File: config.mk
export PLATFORM = sky130hd
export DESIGN_NAME = oms_operation_mode_supervisor
export DESIGN_NICKNAME = d
export VERILOG_FILES = /design/src/hw/oms_operation_mode_supervisor.v
export VERILOG_INCLUDE_DIRS = /design/src /design/src/hw
export SDC_FILE = /design/constraint.sdc
export NUM_CORES = 1
export LEC_CHECK = 0
export BUFFER_PORTS_ARGS = -buffer_cell sky130_fd_sc_hd__buf_2
export CORE_MARGIN = 2
export CORE_UTILIZATION = 49
export CTS_BUF_LIST = sky130_fd_sc_hd__clkbuf_16
export DETAILED_ROUTE_END_ITERATION = 12
export GPL_ROUTABILITY_DRIVEN = 0
export PLACE_DENSITY = 0.79
export SETUP_SLACK_MARGIN = 0.05
export SYNTH_ARGS = -nofsm -noshare
export SYNTH_HDL_FRONTEND = slang
export SYNTH_SLANG_ARGS = --single-unit
File: constraint.sdc
create_clock -name i_clk -period 2.3 [get_ports i_clk]
set_input_delay 0.115 -clock i_clk [delete_from_list [all_inputs] [get_ports i_clk]]
set_output_delay 0.115 -clock i_clk [all_outputs]
set_load 0.03 [all_outputs]
File: src/hw/oms_regs.vh
// Constants of the operation mode supervisor
`ifndef OMS_REGS_VH
`define OMS_REGS_VH
// Register byte offsets
`define OMS_REG_CTRL 4'h0
`define OMS_REG_STATUS 4'h4
`define OMS_REG_SUPPLY 4'h8
// Control register fields
`define OMS_CTRL_CHAN_LSB 0
`define OMS_CTRL_CHAN_MSB 7
`define OMS_CTRL_STAY_BIT 8
`define OMS_CTRL_RESET 9'h000
// Status register fields
`define OMS_STAT_MODE_LSB 0
`define OMS_STAT_MODE_MSB 1
`define OMS_STAT_TERR_BIT 2
`define OMS_STAT_OUT_LSB 8
`define OMS_STAT_OUT_MSB 15
// Mode field encodings
`define OMS_MODE_SLEEP 2'h0
`define OMS_MODE_LIMP 2'h1
`define OMS_MODE_IDLE 2'h2
`define OMS_MODE_ACTIVE 2'h3
// Limp channel mapping
`define OMS_LIMP_CH_IN0 2
`define OMS_LIMP_CH_IN1 3
// Mode transition latency in ns, cycles at 50 ns
`define OMS_TRANS_NS 1000
`define OMS_CLK_NS 50
`define OMS_TRANS_CYC 8'h14
`endif

File: src/hw/oms_operation_mode_supervisor.v
// Operation mode supervisor of an eight channel high-side switch
`timescale 1ns/1ps
`include "oms_regs.vh"
module oms_operation_mode_supervisor (
  input wire i_clk,
  input wire i_rst,
  input wire i_low_power_ctrl,
  input wire [1:0] i_direct_input_pins,
  input wire i_analog_uv,
  input wire i_analog_op,
  input wire i_logic_uv,
  input wire i_logic_low_power,
  input wire i_chip_select_n,
  input wire [3:0] i_avs_address,
  input wire i_avs_read,
  input wire i_avs_write,
  input wire [31:0] i_avs_writedata,
  output reg [31:0] o_avs_readdata,
  output wire o_avs_waitrequest,
  output reg [7:0] o_channel_out,
  output reg [1:0] o_mode,
  output wire o_uv_monitor_en,
  output wire o_serial_enable,
  output wire o_serial_out_en,
  output wire o_slow_serial_clk,
  output wire o_registers_in_reset
);
  // ----------------------------------------------------------------
  // Pin synchronisers
  // ----------------------------------------------------------------
  localparam ST_SLEEP = 4'h1;
  localparam ST_IDLE = 4'h2;
  localparam ST_ACTIVE = 4'h4;
  localparam ST_LIMP = 4'h8;

  reg [2:0] sync_a;
  reg [2:0] sync_b;
  reg [2:0] sync_s1;
  reg [2:0] sync_s2;
  wire ctrl_s;
  wire [1:0] din_s;

  // Supplies are asynchronous comparator levels, so they sync too
  always @(posedge i_clk) begin
    sync_a <= {i_low_power_ctrl, i_direct_input_pins};
    sync_b <= sync_a;
    sync_s1 <= {i_analog_uv, i_logic_uv, i_logic_low_power};
    sync_s2 <= sync_s1;
  end
  assign ctrl_s = sync_b[2];
  assign din_s = sync_b[1:0];
  wire a_uv = sync_s2[2];
  wire l_uv = sync_s2[1];
  reg a_op1;
  reg a_op2;
  reg csn1;
  reg csn2;
  always @(posedge i_clk) begin
    a_op1 <= i_analog_op;
    a_op2 <= a_op1;
    csn1 <= i_chip_select_n;
    csn2 <= csn1;
  end

  // ----------------------------------------------------------------
  // Register file and reset conditions
  // ----------------------------------------------------------------
  reg [3:0] state;
  reg [3:0] next_state;
  reg [7:0] chan_bits;
  reg stay_active;
  reg terr;
  reg limp_seen_cmd;
  wire any_in = |din_s;
  // Sleep: both the monitors and the serial port are switched off
  wire asleep = ~ctrl_s & ~any_in;
  assign o_uv_monitor_en = ~asleep;
  // Control low or logic undervoltage hold the control register at default, and the error flag outside limp
  wire reg_rst = ~ctrl_s | l_uv;
  assign o_registers_in_reset = reg_rst;
  wire serial_ok = ~asleep & ~l_uv;
  assign o_serial_enable = serial_ok;
  assign o_serial_out_en = serial_ok & ~csn2;
  // Informs the serial front end of the 1 MHz limit
  assign o_slow_serial_clk = sync_s2[0] & ~l_uv;
  wire is_limp = state == ST_LIMP;
  wire bus_req = i_avs_read | i_avs_write;
  // Reads stall one cycle so that registered read data already stand
  // at the edge where the master sees waitrequest low; writes never wait
  reg rd_valid;
  always @(posedge i_clk) begin
    if (i_rst)
      rd_valid <= 1'b0;
    else
      rd_valid <= i_avs_read & ~rd_valid;
  end
  assign o_avs_waitrequest = i_avs_read & ~rd_valid;
  wire wr_ok = i_avs_write & ~is_limp & ~reg_rst;

  // Control writes; limp refuses them and flags the first command
  always @(posedge i_clk) begin
    if (i_rst | reg_rst) begin
      chan_bits <= 8'h00;
      stay_active <= 1'b0;
    end else if (wr_ok && i_avs_address == `OMS_REG_CTRL) begin
      chan_bits <= i_avs_writedata[`OMS_CTRL_CHAN_MSB:`OMS_CTRL_CHAN_LSB];
      stay_active <= i_avs_writedata[`OMS_CTRL_STAY_BIT];
    end
  end
  // Status read clears the error flag; decoded in two places below
  function status_rd;
    input rd;
    input [3:0] adr;
    begin
      status_rd = rd && adr == `OMS_REG_STATUS;
    end
  endfunction

  // Error flag: set wins over the clear that a status read performs
  always @(posedge i_clk) begin
    if (i_rst | (reg_rst & ~is_limp)) begin
      terr <= 1'b0;
      limp_seen_cmd <= 1'b0;
    end else if (!is_limp) begin
      limp_seen_cmd <= 1'b0;
      if (status_rd(i_avs_read, i_avs_address))
        terr <= 1'b0;
    end else if (bus_req && !limp_seen_cmd) begin
      terr <= 1'b1;
      limp_seen_cmd <= 1'b1;
    end else if (status_rd(i_avs_read, i_avs_address)) begin
      terr <= 1'b0;
    end
  end

  // ----------------------------------------------------------------
  // Mode state machine
  // ----------------------------------------------------------------
  wire ch_req = |chan_bits;
  // Any reason to keep channels driven from the serial side or the pins
  wire wake_req = any_in | ch_req | stay_active;
  // Limp needs an input high and at least one supply out of undervoltage
  wire limp_go = any_in & ~(a_uv & l_uv);

  // Each state is written out so that its exits read on their own; the
  // control pin is looked at first because it overrides every bit
  always @* begin
    next_state = state;
    case (state)
      ST_SLEEP: begin
        if (!ctrl_s) begin
          if (limp_go)
            next_state = ST_LIMP;
        end else if (wake_req) begin
          next_state = ST_ACTIVE;
        end else begin
          next_state = ST_IDLE;
        end
      end
      ST_IDLE: begin
        if (!ctrl_s) begin
          if (limp_go)
            next_state = ST_LIMP;
          else
            next_state = ST_SLEEP;
        end else if (wake_req) begin
          next_state = ST_ACTIVE;
        end
      end
      ST_ACTIVE: begin
        if (!ctrl_s) begin
          if (limp_go)
            next_state = ST_LIMP;
          else
            next_state = ST_SLEEP;
        end else if (!wake_req) begin
          next_state = ST_IDLE;
        end
      end
      ST_LIMP: begin
        // Both supplies low take limp away, so the device falls asleep
        if (!ctrl_s) begin
          if (!limp_go)
            next_state = ST_SLEEP;
        end else if (wake_req) begin
          next_state = ST_ACTIVE;
        end else begin
          next_state = ST_IDLE;
        end
      end
      default: next_state = ST_SLEEP;
    endcase
  end

  // Transition latency counter delays channel turn-on
  reg [7:0] lat_cnt;
  always @(posedge i_clk) begin
    if (i_rst) begin
      state <= ST_SLEEP;
      lat_cnt <= 8'h00;
    end else begin
      state <= next_state;
      if (next_state != state)
        lat_cnt <= `OMS_TRANS_CYC;
      else if (lat_cnt != 8'h00)
        lat_cnt <= lat_cnt - 8'h01;
    end
  end

  // ----------------------------------------------------------------
  // Channel drive
  // ----------------------------------------------------------------
  wire [7:0] in_map;
  genvar g;
  generate
    for (g = 0; g < 8; g = g + 1) begin : g_map
      if (g == `OMS_LIMP_CH_IN0)
        assign in_map[g] = din_s[0];
      else if (g == `OMS_LIMP_CH_IN1)
        assign in_map[g] = din_s[1];
      else
        assign in_map[g] = 1'b0;
    end
  endgenerate

  // Requests: SPI bits ignored under logic undervoltage
  wire [7:0] want = (l_uv ? 8'h00 : chan_bits) | in_map;
  reg [7:0] next_out;
  always @* begin
    next_out = 8'h00;
    if (state == ST_ACTIVE)
      next_out = want;
    else if (state == ST_LIMP)
      next_out = in_map;
    if (lat_cnt != 8'h00)
      next_out = next_out & o_channel_out;
    if (a_uv)
      next_out = 8'h00;
    else if (!a_op2)
      next_out = next_out & o_channel_out;
  end

  // Idle and sleep force all channels off
  always @(posedge i_clk) begin
    if (i_rst) begin
      o_channel_out <= 8'h00;
      o_mode <= `OMS_MODE_SLEEP;
    end else begin
      o_channel_out <= next_out;
      case (next_state)
        ST_LIMP: o_mode <= `OMS_MODE_LIMP;
        ST_IDLE: o_mode <= `OMS_MODE_IDLE;
        ST_ACTIVE: o_mode <= `OMS_MODE_ACTIVE;
        default: o_mode <= `OMS_MODE_SLEEP;
      endcase
    end
  end

  // ----------------------------------------------------------------
  // Read data, registered against the request
  // ----------------------------------------------------------------
  always @(posedge i_clk) begin
    if (i_rst) begin
      o_avs_readdata <= 32'h00000000;
    end else if (i_avs_read & ~rd_valid) begin
      // Captured once per read, in the stall cycle
      case (i_avs_address)
        `OMS_REG_CTRL:
          o_avs_readdata <= {23'h000000, stay_active, chan_bits};
        `OMS_REG_STATUS:
          o_avs_readdata <= {16'h0000, o_channel_out, 5'h00, terr, o_mode};
        `OMS_REG_SUPPLY:
          o_avs_readdata <= {28'h0000000, sync_s2[0], a_op2, l_uv, a_uv};
        default: o_avs_readdata <= 32'h00000000;
      endcase
    end
  end
endmodule // oms_operation_mode_supervisor

# ---- After elaboration in Yosys (flattened, before gate mapping)
# Index checks and enable logic that the tools add are counted.
dict set report word_totals {
  register_bits 82
  elab_cells 93
}
dict set report classes {
  n_addsub 1
  n_eq_ne 10
  mux 23
  n_bitwise 28
  n_reduce_logical 12
}
# cell count
set ops {}
lappend ops {{16-bit case mux with 3 select lines} 1}
lappend ops {{4-bit 2-to-1 mux} 10}
lappend ops {{8-bit 2-to-1 mux} 4}
lappend ops {{8-bit bitwise AND} 2}
lappend ops {{4-bit case mux with 4 select lines} 1}
lappend ops {{4-bit by 3-bit equality test with 1-bit output (second input constant)} 3}
lappend ops {{4-bit equality test (second input constant)} 3}
lappend ops {{1-bit bitwise AND} 10}
lappend ops {{5-bit 2-to-1 mux} 2}
lappend ops {{1-bit inverter} 9}
lappend ops {{4-bit by 2-bit equality test with 1-bit output (second input constant)} 2}
lappend ops {{8-bit by 4-bit bitwise OR with 8-bit output} 1}
lappend ops {{8-bit nonzero test} 1}
lappend ops {{2-bit OR reduction} 4}
lappend ops {{8-bit OR reduction} 1}
lappend ops {{8-bit by 1-bit subtractor with 8-bit output (second input constant)} 1}
lappend ops {{1-bit bitwise OR} 6}
lappend ops {{2-bit case mux with 3 select lines} 1}
lappend ops {{4-bit by 1-bit equality test with 1-bit output (second input constant)} 1}
lappend ops {{4-bit zero test} 1}
lappend ops {{4-bit inequality test} 1}
lappend ops {{1-bit logical AND} 3}
lappend ops {{1-bit 2-to-1 mux} 3}
lappend ops {{3-bit 2-to-1 mux} 1}
lappend ops {{other kinds (2)} 2}

# ---- Depth between registers and ports, before layout
# Gate-level depths: netlist (run 1).
dict set report logic_depth {
  depth_word 8
  mapped_depth 7
  ltp_nobuf 7
}

# ---- Least setup slack after synthesis (run 1)
# OpenSTA, ideal clock, no wires.
dict set report synth_path {
  path_type {register -> register}
  startpoint {reg state[1]}
  endpoint {reg lat_cnt[1]}
  arrival_ns 1.794
  required_ns 2.220
  path_slack_ns 0.427
  path_stages_with_launch 8
  n_path_buf 2
  synth_period_minus_slack_ns 1.873
  path_cell_list {dfxtp_1 -> buf_6 -> or4b_1 -> clkbuf_1 -> or3_1 -> o211ai_2 -> o311ai_4 -> a211oi_2}
}
dict set report synth_via {
  elab_chain_len 5
  elab_cells_between_ends 15
  cone_classes {eq/ne: 5; mux: 9; reduce/logical: 1}
}
# element line
set synth_rtl {}
lappend synth_rtl {{start: declaration} oms_operation_mode_supervisor.v:68} ;# reg [3:0] state;
lappend synth_rtl {{start signal: assignment} oms_operation_mode_supervisor.v:202} ;# state <= next_state;
lappend synth_rtl {{4-bit 2-to-1 mux, on equally long branches (2 in a row)} n/a}
lappend synth_rtl {{4-bit case mux with 4 select lines} oms_operation_mode_supervisor.v:149} ;# case (state)
lappend synth_rtl {{4-bit inequality test *} oms_operation_mode_supervisor.v:203} ;# if (next_state != state)
lappend synth_rtl {{2-bit OR reduction (no line) *} n/a}
lappend synth_rtl {{end signal: assignment} oms_operation_mode_supervisor.v:204} ;# lat_cnt <= `OMS_TRANS_CYC;
lappend synth_rtl {{end signal: assignment} oms_operation_mode_supervisor.v:206} ;# lat_cnt <= lat_cnt - 8'h01;
lappend synth_rtl {{end: declaration} oms_operation_mode_supervisor.v:196} ;# reg [7:0] lat_cnt;
# Mark *: on every way between the ends. The rest lies on a longest branch, timed or not.
# A chain may end at the register's enable or synchronous reset.

# ---- Final worst setup path (run 1)
dict set report layout_path {
  startpoint {reg state[3]}
  endpoint {reg lat_cnt[1]}
}
# The elaborated chain is that of the path after synthesis.

==> impl_metrics.env, run 1 <==
export IMPL_dp_slack_ns=0.356
export IMPL_setup_slack_ns=0.345
export IMPL_use_met1=0.263
export IMPL_finalHoldViolations=0
export IMPL_async_flop_share=0
export IMPL_switching_share=0.237
export IMPL_start_util=0.510
export IMPL_period_share=0.850
export IMPL_postRouteWirelength_um=5610
export IMPL_clk_pin_slew_ns=0.06
export IMPL_globalRouteOverflowTotal=0
export IMPL_yosys_area_top_type="dfxtp_1"
export IMPL_cts_buffers=9
export IMPL_post_route_min_period_ns=1.95
export IMPL_cp_slowest_stage_delay_ns=0.54
export IMPL_cts_tree="yes"
export IMPL_fin_nets=392
export IMPL_cts_root_buf="clkbuf_16"
export IMPL_slew_viol_final=0
export IMPL_drc_errors=0
export IMPL_ys_top_cells_by_area="dfxtp_1 (51%), nor2_1 (6.6%), mux2i_1 (5.8%)"
export IMPL_use_met2=0.311
export IMPL_power_frac_clock=0.495
export IMPL_hpwl_um=3980
export IMPL_critPathTopFamily="simple AND/OR/NAND/NOR gates"
export IMPL_comb_power_share=0.089
export IMPL_synth_yosys_seq_area_share=0.507
export IMPL_drive_gt1_frac=0.228
export IMPL_fmax_ghz=0.512
export IMPL_placed_cell_area_um2=2870
export IMPL_grt_use_total=0.201
export IMPL_path_max_fanout=7
export IMPL_status="complete, no violations"
export IMPL_busiest_layer="met2"
export IMPL_via_count=2164
export IMPL_max_vdd_ir_drop_mv=0.527
export IMPL_synth_avg_cell_area_um2=9.34
export IMPL_die_w_um=76.9
export IMPL_min_path_type="in -> reg"
export IMPL_intPower_mw=2.21
export IMPL_worstPathArrival_ns=2.20
export IMPL_antenna_found_initial=0
export IMPL_synthCells=279
export IMPL_io_buffers=56
export IMPL_fin_total_pwr_mw=2.90
export IMPL_ys_warn_count=0
export IMPL_synth_top_area_share=0.507
export IMPL_io_pins=96
export IMPL_slowest_stage="or4b_1"
export IMPL_final_common_cell="dfxtp_1"
export IMPL_core_rowCount=26
export IMPL_grt_max_degree=26
export IMPL_leakage_nw=1.59
export IMPL_final_antenna_net_count=0
export IMPL_powerDensity_nw_per_um2=886
export IMPL_layout_common_cells="dfxtp_1 (66), buf_2 (56), nor2_1 (46)"
export IMPL_antenna_cells=0
export IMPL_core_area_um2=5110
export IMPL_cts_sinks=66
export IMPL_synth_edf_count=0
export IMPL_first_iter_violations=159
export IMPL_design_area_um2=3270
export IMPL_grt_util_met3=0.0447
export IMPL_tightest_slew_ns=0.816
export IMPL_crit_type="reg -> reg"
export IMPL_yosys_register_bits=66
export IMPL_required_ns=2.55
export IMPL_p_seq_frac=0.416
export IMPL_rsz0062_at_grt="no"
export IMPL_setup_viol=0
export IMPL_area_growth_pct=25.5
export IMPL_dieArea_um2=5920
export IMPL_path_buf_inv=0
export IMPL_cap_violations=0
export IMPL_drt_pass1_iterations=4
export IMPL_crit_chain="or4b_1, or3_1, o211ai_2, o311ai_4, a211oi_2"
export IMPL_ys_flop_type="dfxtp_1"
export IMPL_maxSlewHeadroom=0.452
export IMPL_synth_cell_types=38
export IMPL_die_h_um=76.9
export IMPL_avgRoutedWirePerCell_um=13.4
export IMPL_syn_cell_area_um2=2610
export IMPL_cts_buffer_depth=2
export IMPL_critPathCaptureType="register"
export IMPL_p_sw_mw=0.685
export IMPL_fin_worst_skew_ns=0.00501
export IMPL_grt_pass1_wl_um=9300
export IMPL_viasPerCell=5.19
export IMPL_htreeDepth=3
export IMPL_crit_path_start_kind="register"
export IMPL_worstSkewPairLatency_ns=0.33
export IMPL_first_global_vias=1953
export IMPL_fillers=431
export IMPL_tns_ns=0
-- timing repair --
item | CTS | global route
gates resized for setup | 0 | 0
hold buffers | 8 | 0
buffers inserted | 0 | 0
endpoints found under the hold margin | 8 | 0
-- synth_stat cells, drive strengths merged (4+ instances only) --
| library cell | count |
|---|---|
| dfxtp | 66 |
| nor2 | 46 |
| buf | 21 |
| nor3 | 18 |
| mux2i | 15 |
| a22oi | 14 |
| nand2 | 13 |
| a21oi | 10 |
| inv | 10 |
| clkbuf | 9 |
| o211a | 6 |
| or3 | 6 |
| and3 | 5 |
| o21ai | 5 |
| nor4 | 4 |
-- cell families (layout without fill, tap and decap cells) --
kind of cell	Yosys count	after routing	synth area share
muxes	17	17	0.0662
adders and majority gates	2	2	0.00960
other	1	16	0.00144
DFF	66	66	0.507
AOI/OAI and AO/OA	44	44	0.129
buffers and inverters	40	93	0.0845
xor gates and xnor gates	3	3	0.0101
and+or+nand+nor	106	106	0.193
-- state kept, by name, indices dropped and copies added (netlist names), 2 cells and up --
signal          cells
o_avs_readdata     16
chan_bits           8
lat_cnt             8
o_channel_out       8
state               4
sync_a              3
sync_b              3
sync_s1             3
sync_s2             3
o_mode              2
-- routing by layer --
layer	vias to the layer above	part of all wire
met5	-	0
met4	0	0.015
met3	10	0.066
met2	74	0.47
met1	1017	0.45
li1	1063	-
-- path summary, 6_finish.rpt --
| kind | end | cells past startpoint | slack, ns | start |
|---|---|---|---|---|
| setup / recovery | lat_cnt[1] | 5 | 0.35 | state[3] |
| setup reg to reg | lat_cnt[1] | 5 | 0.35 | state[3] |
| hold reg to reg | sync_s2[1] | 0 | 0.32 | sync_s1[1] |
| hold / removal | stay_active | 3 | 0.02 | i_avs_writedata[8] |
-- final cells by class --
type	instances	area, um^2	area share
clock buffers	9	225	0.0689
repair buffers	67	383	0.117
clock inverters	7	95.1	0.0291
flip-flops and latches	66	1320	0.404
inverters	10	37.5	0.0115
well taps	70	87.6	0.0268
multi-input cells	188	1120	0.343
-- worst min-delay path, cell delays in order --
cell     delay (ns)
buf_2          0.07
mux2i_1        0.05
nor2_1         0.07
-- power by group through the flow --
stage               clock (mW)  combinational, mW  sequential [mW]
floorplan                    0              0.203             1.22
global route              1.51              0.283             1.21
CTS                       1.45              0.257             1.20
finish                    1.43              0.257             1.21
detailed placement           0              0.245             1.23
global placement             0              0.240             1.23
-- through the flow --
stage / cells / utilization / hold slack, ns
after floorplan: 294 / - / 0.143
after global placement: 393 / 0.562 / 0.218
after detailed placement: 393 / 0.562 / 0.219
after CTS: 417 / 0.640 / 0.0179
after global routing: 417 / 0.640 / 0.0212
final: 417 / 0.640 / 0.0200
Power figures use the tool's default switching activity.
==> run 2, diff against run 1 <==
--- a/config.mk
+++ b/config.mk
@@ -6,13 +6,14 @@
 export SDC_FILE = /design/constraint.sdc
 export NUM_CORES = 1
 export LEC_CHECK = 0
+export ABC_AREA = 1
 export BUFFER_PORTS_ARGS = -buffer_cell sky130_fd_sc_hd__buf_2
 export CORE_MARGIN = 2
-export CORE_UTILIZATION = 49
+export CORE_UTILIZATION = 44
 export CTS_BUF_LIST = sky130_fd_sc_hd__clkbuf_16
 export DETAILED_ROUTE_END_ITERATION = 12
 export GPL_ROUTABILITY_DRIVEN = 0
-export PLACE_DENSITY = 0.79
+export PLACE_DENSITY = 0.75
 export SETUP_SLACK_MARGIN = 0.05
 export SYNTH_ARGS = -nofsm -noshare
 export SYNTH_HDL_FRONTEND = slang
==> constraint.sdc (replaced) <==
create_clock -name i_clk -period 1.6 [get_ports i_clk]
set_input_delay 0.08 -clock i_clk [delete_from_list [all_inputs] [get_ports i_clk]]
set_output_delay 0.08 -clock i_clk [all_outputs]
set_load 0.03 [all_outputs]
==> run 2 against run 1 <==
  * The run now ends with setup timing left
  * Largest cell class unchanged
  * First-iteration DRC count up 3.8%
  * Via count up 16%
  * Final area up 13%
  * Sequential power up 48%
  * Worst setup slack worse by 0.36 ns
  * Flip-flop and latch count unchanged
  * Highest routed layer unchanged
  * Hold slack better by 0.0060 ns
  * Fmax up 21%
  * Area after synthesis up 4.1%
  * Clock-buffer cell count unchanged
  * Critical endpoint is now lat_cnt[2]
==> impl_metrics.env, run 2 <==
export IMPL_post_route_min_period_ns=1.61
export IMPL_largest_register="o_avs_readdata"
export IMPL_synth_top_area_share=0.487
export IMPL_grt_pass1_wl_um=10300
export IMPL_via_count=2503
export IMPL_core_rowCount=28
export IMPL_tns_ns=-0.0240
export IMPL_path_buf_inv=2
export IMPL_synth_compound_area_frac=0.140
export IMPL_synthCells=347
export IMPL_leakage_nw=1.78
export IMPL_drt_pass1_iterations=4
export IMPL_synth_avg_cell_area_um2=7.82
export IMPL_largest_reg_flops=16
export IMPL_powerDensity_nw_per_um2=1140
export IMPL_slew_viol_final=0
export IMPL_violations="setup timing"
export IMPL_cts_tree="yes"
export IMPL_crit_path_start_kind="register"
export IMPL_cts_buffers=9
export IMPL_rsz0062_at_grt="yes"
export IMPL_rr_startpoint="state[1]"
export IMPL_layout_common_cells="dfxtp_1 (60), buf_2 (56), nand2_1 (55)"
export IMPL_crit_chain="nor2_4, nand3_4, nand2_4, nor2_4, nor2_4, nand2_2, nand2_1, nand2_1, inv_2, nand2_2, nor2_4, buf_4, a21oi_1"
export IMPL_synth_common_cells="dfxtp_1 (66), nand2_1 (58), inv_1 (42)"
export IMPL_drive_gt1_frac=0.324
export IMPL_final_common_cell="dfxtp_1"
export IMPL_critPathCaptureType="register"
export IMPL_crit_type="reg -> reg"
export IMPL_antenna_found_initial=0
export IMPL_hpwl_um=4480
export IMPL_die_w_um=82.5
export IMPL_syn_cell_area_um2=2710
export IMPL_globalRouteOverflowTotal=0
export IMPL_async_flop_share=0
export IMPL_first_iter_violations=165
export IMPL_path_max_fanout=4
export IMPL_yosysMostFrequentCell="dfxtp_1"
export IMPL_synth_simple_area_share=0.234
export IMPL_ys_warn_count=0
export IMPL_start_util=0.455
export IMPL_place_inst=486
export IMPL_fmax_ghz=0.619
export IMPL_area_growth_pct=36.5
export IMPL_clk_pin_slew_ns=0.05
export IMPL_r2r_cells=13
export IMPL_hold_depth=3
export IMPL_fin_nets=494
export IMPL_ys_top_cells_by_area="dfxtp_1 (49%), nand2_1 (8.0%), inv_1 (5.8%)"
export IMPL_drc_errors=0
export IMPL_worstSetupPathDepth=13
export IMPL_worstSkewPairLatency_ns=0.32
export IMPL_synth_top_family_by_area="simple AND/OR/NAND/NOR gates"
export IMPL_cap_violations=0
export IMPL_fillers=505
export IMPL_fin_cells=523
export IMPL_io_buffers=56
export IMPL_setup_slack_ns=-0.0147
export IMPL_finalHoldViolations=0
export IMPL_synth_adder_area_share=0.00923
export IMPL_yosys_register_bits=66
export IMPL_postRouteWirelength_um=6620
export IMPL_crit_top_cell="nor2_4"
export IMPL_final_antenna_net_count=0
export IMPL_period_share=1.01
export IMPL_viasPerCell=4.79
export IMPL_synth_yosys_seq_area_share=0.487
export IMPL_synth_cell_types=32
export IMPL_synth_xor_area_frac=0.00969
export IMPL_endpoint="lat_cnt[2]"
export IMPL_fin_worst_skew_ns=0.00407
export IMPL_avgRoutedWirePerCell_um=12.7
export IMPL_grt_use_total=0.203
export IMPL_synth_edf_count=0
export IMPL_htreeDepth=3
export IMPL_cts_root_buf="clkbuf_16"
export IMPL_synth_mux_area_frac=0
export IMPL_worstPathArrival_ns=1.80
export IMPL_r2r_slack_ns=-0.01
export IMPL_antenna_cells=0
export IMPL_cp_startpoint="state[1]"
export IMPL_required_ns=1.79
export IMPL_max_vdd_ir_drop_mv=0.747
export IMPL_first_global_vias=2262
export IMPL_io_pins=96
export IMPL_dieArea_um2=6810
export IMPL_core_area_um2=5960
export IMPL_cts_sinks=66
export IMPL_grt_max_degree=26
export IMPL_cts_buffer_depth=2
export IMPL_r2r_end="lat_cnt[2]"
export IMPL_ys_flop_type="dfxtp_1"
export IMPL_critPathTopFamily="simple AND/OR/NAND/NOR gates"
export IMPL_setup_viol=2
export IMPL_die_h_um=82.5
export IMPL_yosys_area_top_type="dfxtp_1"
export IMPL_slowest_stage="dfxtp_4"
export IMPL_cp_slowest_stage_delay_ns=0.36
export IMPL_status="finished, violations left"
export IMPL_min_path_type="in -> reg"
-- run 2: changes by cell type in the layout (fill, tap and decap cells not counted), sizes merged, moves of 16 or more --
cell	previous run	this run
nand2	13	63
buf	59	80
inv	11	46
a21oi	10	26
o21ai	5	26
-- run 2: per-stage QoR --
| stage | hold WS (ns) | worst slack [ns] | util | instance area [um^2] | total power [mW] |
|---|---|---|---|---|---|
| floorplan | 0.108 | 0.135 | - | 2770 | 2.32 |
| global placement | 0.182 | 0.0142 | 0.524 | 3120 | 2.44 |
| detailed placement | 0.184 | -0.0123 | 0.524 | 3120 | 2.45 |
| CTS | 0.0150 | 0.0337 | 0.607 | 3610 | 4.18 |
| global route | 0.0210 | -0.106 | 0.622 | 3700 | 4.42 |
| finish | 0.0260 | -0.0147 | 0.622 | 3700 | 4.22 |
-- run 2: worst min-delay path by stage --
stage / start / to / slack (ns)
finish: i_avs_writedata[6] / chan_bits[6] / 0.03
global route: i_avs_writedata[6] / chan_bits[6] / 0.02
CTS: i_avs_writedata[6] / chan_bits[6] / 0.02
detailed placement: i_analog_op / a_op1 / 0.18
global placement: i_analog_op / a_op1 / 0.18
floorplan: i_analog_op / a_op1 / 0.11
-- run 2: kinds of logic (layout without fill, tap and decap cells) --
logic type               count (synthesis)  in the layout
AO/OA/AOI/OAI                           69             69
XOR/XNOR                                 3              3
adder cells (fa/ha/maj)                  2              2
buffers and inverters                   69            155
flip-flops                              66             66
other                                    1             16
AND/OR/NAND/NOR                        137            137
-- run 2: layout make-up --
| type | count | area, um^2 | share of cell area |
|---|---|---|---|
| timing repair inverter | 1 | 7.51 | 0.00203 |
| inverter | 45 | 169 | 0.0456 |
| tap | 75 | 93.8 | 0.0253 |
| clock buffer | 9 | 225 | 0.0608 |
| sequential | 66 | 1340 | 0.361 |
| clock inverter | 6 | 26.3 | 0.00710 |
| timing repair buffer | 94 | 601 | 0.162 |
| multi-input combinational | 227 | 1240 | 0.336 |
-- run 2: repair_timing --
item | in CTS | in global routing
resized for setup | 26 | 17
setup endpoints to repair | 14 | 17
hold buffers | 14 | 0
buffers inserted | 3 | 4
cloned | 0 | 1
pin swaps | 11 | 10
endpoints found under the hold margin | 14 | 0
-- run 2: report_power, final --
| group | internal, mW | switching, mW | total [mW] |
|---|---|---|---|
| clock network | 1.01 | 0.642 | 1.65 |
| logic | 0.284 | 0.490 | 0.773 |
| registers | 1.73 | 0.0649 | 1.79 |
-- run 2: metal layers --
| metal | GRT usage | routed length, um | part of all wire | vias to the layer above |
|---|---|---|---|---|
| met3 | 0.0511 | 345 | 0.052 | 13 |
| met5 | 0 | 0 | 0 | - |
| met4 | 0.0967 | 124 | 0.019 | 0 |
| li1 | - | - | - | 1279 |
| met2 | 0.325 | 3300 | 0.50 | 78 |
| met1 | 0.256 | 2850 | 0.43 | 1133 |
-- run 2: worst reg2reg max path, delay by kind of cell (launching register included) --
kind                   cells  cell delay [ns]
AO/OA/AOI/OAI              1             0.05
AND/OR/NAND/NOR           10             0.90
buffers and inverters      2             0.18
flip-flops                 1             0.36
==> run 3, diff against run 2 <==
--- a/config.mk
+++ b/config.mk
@@ -8,12 +8,13 @@
 export LEC_CHECK = 0
 export ABC_AREA = 1
 export BUFFER_PORTS_ARGS = -buffer_cell sky130_fd_sc_hd__buf_2
+export CORE_ASPECT_RATIO = 1.25
 export CORE_MARGIN = 2
-export CORE_UTILIZATION = 44
+export CORE_UTILIZATION = 49
 export CTS_BUF_LIST = sky130_fd_sc_hd__clkbuf_16
 export DETAILED_ROUTE_END_ITERATION = 12
 export GPL_ROUTABILITY_DRIVEN = 0
-export PLACE_DENSITY = 0.75
+export PLACE_DENSITY = 0.79
 export SETUP_SLACK_MARGIN = 0.05
 export SYNTH_ARGS = -nofsm -noshare
 export SYNTH_HDL_FRONTEND = slang
==> constraint.sdc (replaced) <==
create_clock -name i_clk -period 1.65 [get_ports i_clk]
set_input_delay 0.0825 -clock i_clk [delete_from_list [all_inputs] [get_ports i_clk]]
set_output_delay 0.0825 -clock i_clk [all_outputs]
set_load 0.03 [all_outputs]
==> run 3 against run 2 <==
  * The flow now finishes without violations
  * Non-clock buffer count fell by 8
  * Hold slack improved by 0.0021 ns
  * Clock skew barely moved
  * Critical path depth rose by 1
  * Routed wire length rose by 5.9%
  * Total power rose by 0.25%
  * Die area fell by 9.7%
  * Sequential share of layout area rose by 0.59 points
  * Flip-flop and latch count did not move
  * Largest power group is now the clock network
  * Highest routed layer unchanged
==> impl_metrics.env, run 3 (same netlist as run 2, synthesis figures left out) <==
export IMPL_status="complete, no violations"
export IMPL_cap_violations=0
export IMPL_slew_viol_final=0
export IMPL_dp_slack_ns=-0.0136
export IMPL_grt_max_degree=25
export IMPL_finalHoldViolations=0
export IMPL_via_count=2550
export IMPL_final_common_cell="dfxtp_1"
export IMPL_regArea_um2=1340
export IMPL_die_h_um=87.2
export IMPL_core_area_um2=5410
export IMPL_clk_pin_slew_ns=0.05
export IMPL_hpwl_um=4550
export IMPL_antenna_cells=0
export IMPL_fin_worst_skew_ns=0.00380
export IMPL_cts_buffers=9
export IMPL_grt_util_met3=0.0440
export IMPL_crit_path_start_kind="register"
export IMPL_final_antenna_net_count=0
export IMPL_avgRoutedWirePerCell_um=13.9
export IMPL_antenna_found_initial=0
export IMPL_cts_root_buf="clkbuf_16"
export IMPL_finish_utilization=0.676
export IMPL_required_ns=1.91
export IMPL_rsz0062_at_grt="yes"
export IMPL_drive_gt1_frac=0.305
export IMPL_dieArea_um2=6150
export IMPL_core_rowCount=30
export IMPL_grt_use_total=0.232
export IMPL_htreeDepth=3
export IMPL_critPathCaptureType="register"
export IMPL_busiest_layer="met2"
export IMPL_io_pins=96
export IMPL_worstPathArrival_ns=1.84
export IMPL_layout_common_cells="dfxtp_1 (57), buf_2 (56), nand2_1 (54)"
export IMPL_leakage_nw=1.75
export IMPL_globalRouteOverflowTotal=0
export IMPL_path_max_fanout=6
export IMPL_fillers=438
export IMPL_fin_nets=485
export IMPL_fmax_ghz=0.633
export IMPL_die_w_um=70.6
export IMPL_design_area_um2=3650
export IMPL_setup_viol=0
export IMPL_crit_type="reg -> reg"
export IMPL_tns_ns=0
export IMPL_multi_input_area_um2=1240
export IMPL_largest_reg_flops=16
export IMPL_placed_cell_area_um2=3070
export IMPL_viasPerCell=5.06
export IMPL_place_inst=470
export IMPL_worstSkewPairLatency_ns=0.33
export IMPL_drc_errors=0
export IMPL_start_util=0.502
export IMPL_first_global_vias=2358
export IMPL_holdWs_ns=0.0281
export IMPL_postRouteWirelength_um=7010
export IMPL_first_iter_violations=239
export IMPL_drt_pass1_iterations=5
export IMPL_use_met2=0.410
export IMPL_fin_total_pwr_mw=4.23
export IMPL_min_path_type="in -> reg"
export IMPL_setup_slack_ns=0.0702
export IMPL_largest_register="o_avs_readdata"
export IMPL_cts_tree="yes"
export IMPL_io_buffers=56
export IMPL_fin_cells=504
export IMPL_grt_pass1_wl_um=10800
export IMPL_use_met1=0.261
export IMPL_powerDensity_nw_per_um2=1160
export IMPL_cts_sinks=66
export IMPL_period_share=0.957
export IMPL_max_vdd_ir_drop_mv=0.853
export IMPL_area_growth_pct=34.7
export IMPL_cts_buffer_depth=2
export IMPL_post_route_min_period_ns=1.58
run 3: changes by cell type in the layout (fill, tap and decap cells not counted), moves of 2 or more:
cell and change:
nand3_2 -2, buf_4 -8, inv_4 +2, clkinv_2 -2, inv_2 -4, dfxtp_1 -3
inv_1 +4, dfxtp_2 +3
run 3: where the power goes:
group,switching [mW],internal (mW),total (mW)
combinational,0.468,0.245,0.713
sequential,0.0645,1.68,1.74
clock,0.639,1.14,1.78
total,1.17,3.06,4.23
run 3: path summary, 6_finish.rpt:
check	endpoint	slack (ns)	cells after the start	from
min	chan_bits[3]	0.03	3	i_avs_writedata[3]
max	lat_cnt[3]	0.07	14	state[1]
max reg2reg	lat_cnt[3]	0.07	14	state[1]
min reg2reg	a_op2	0.32	0	a_op1
run 3: repair_timing:
action / 4_1_cts / 5_1_grt
resized for setup: 17 / 27
pin swaps: 11 / 7
hold endpoints to repair: 14 / 0
setup buffers: 2 / 2
setup endpoints to repair: 8 / 25
hold buffers: 14 / 0
run 3: per-layer routing:
layer	vias up	wire length [um]
met5	-	0
met4	0	225
met3	24	453
met2	100	3580
met1	1165	2750
li1	1261	-
run 3: critical path, cell delays in order (launching register included):
cell and delay, ns:
dfxtp_4 0.37, inv_4 0.05, nor2_1 0.12, nand2_2 0.10
nand2_4 0.09, nor2_4 0.06, nor2_4 0.09, nand2_2 0.06
nand2_1 0.05, nand2_1 0.05, inv_1 0.06, nand2_2 0.06
nor2_4 0.14, nand2_4 0.10, nor2_2 0.11
run 3: layout make-up:
cell class              instances  area share
clock buffers                   9      0.0616
flip-flops and latches         66       0.367
inverters                      45      0.0476
repair buffers                 86       0.148
multi-input cells             227       0.339
clock inverters                 7      0.0147
well taps                      64      0.0219
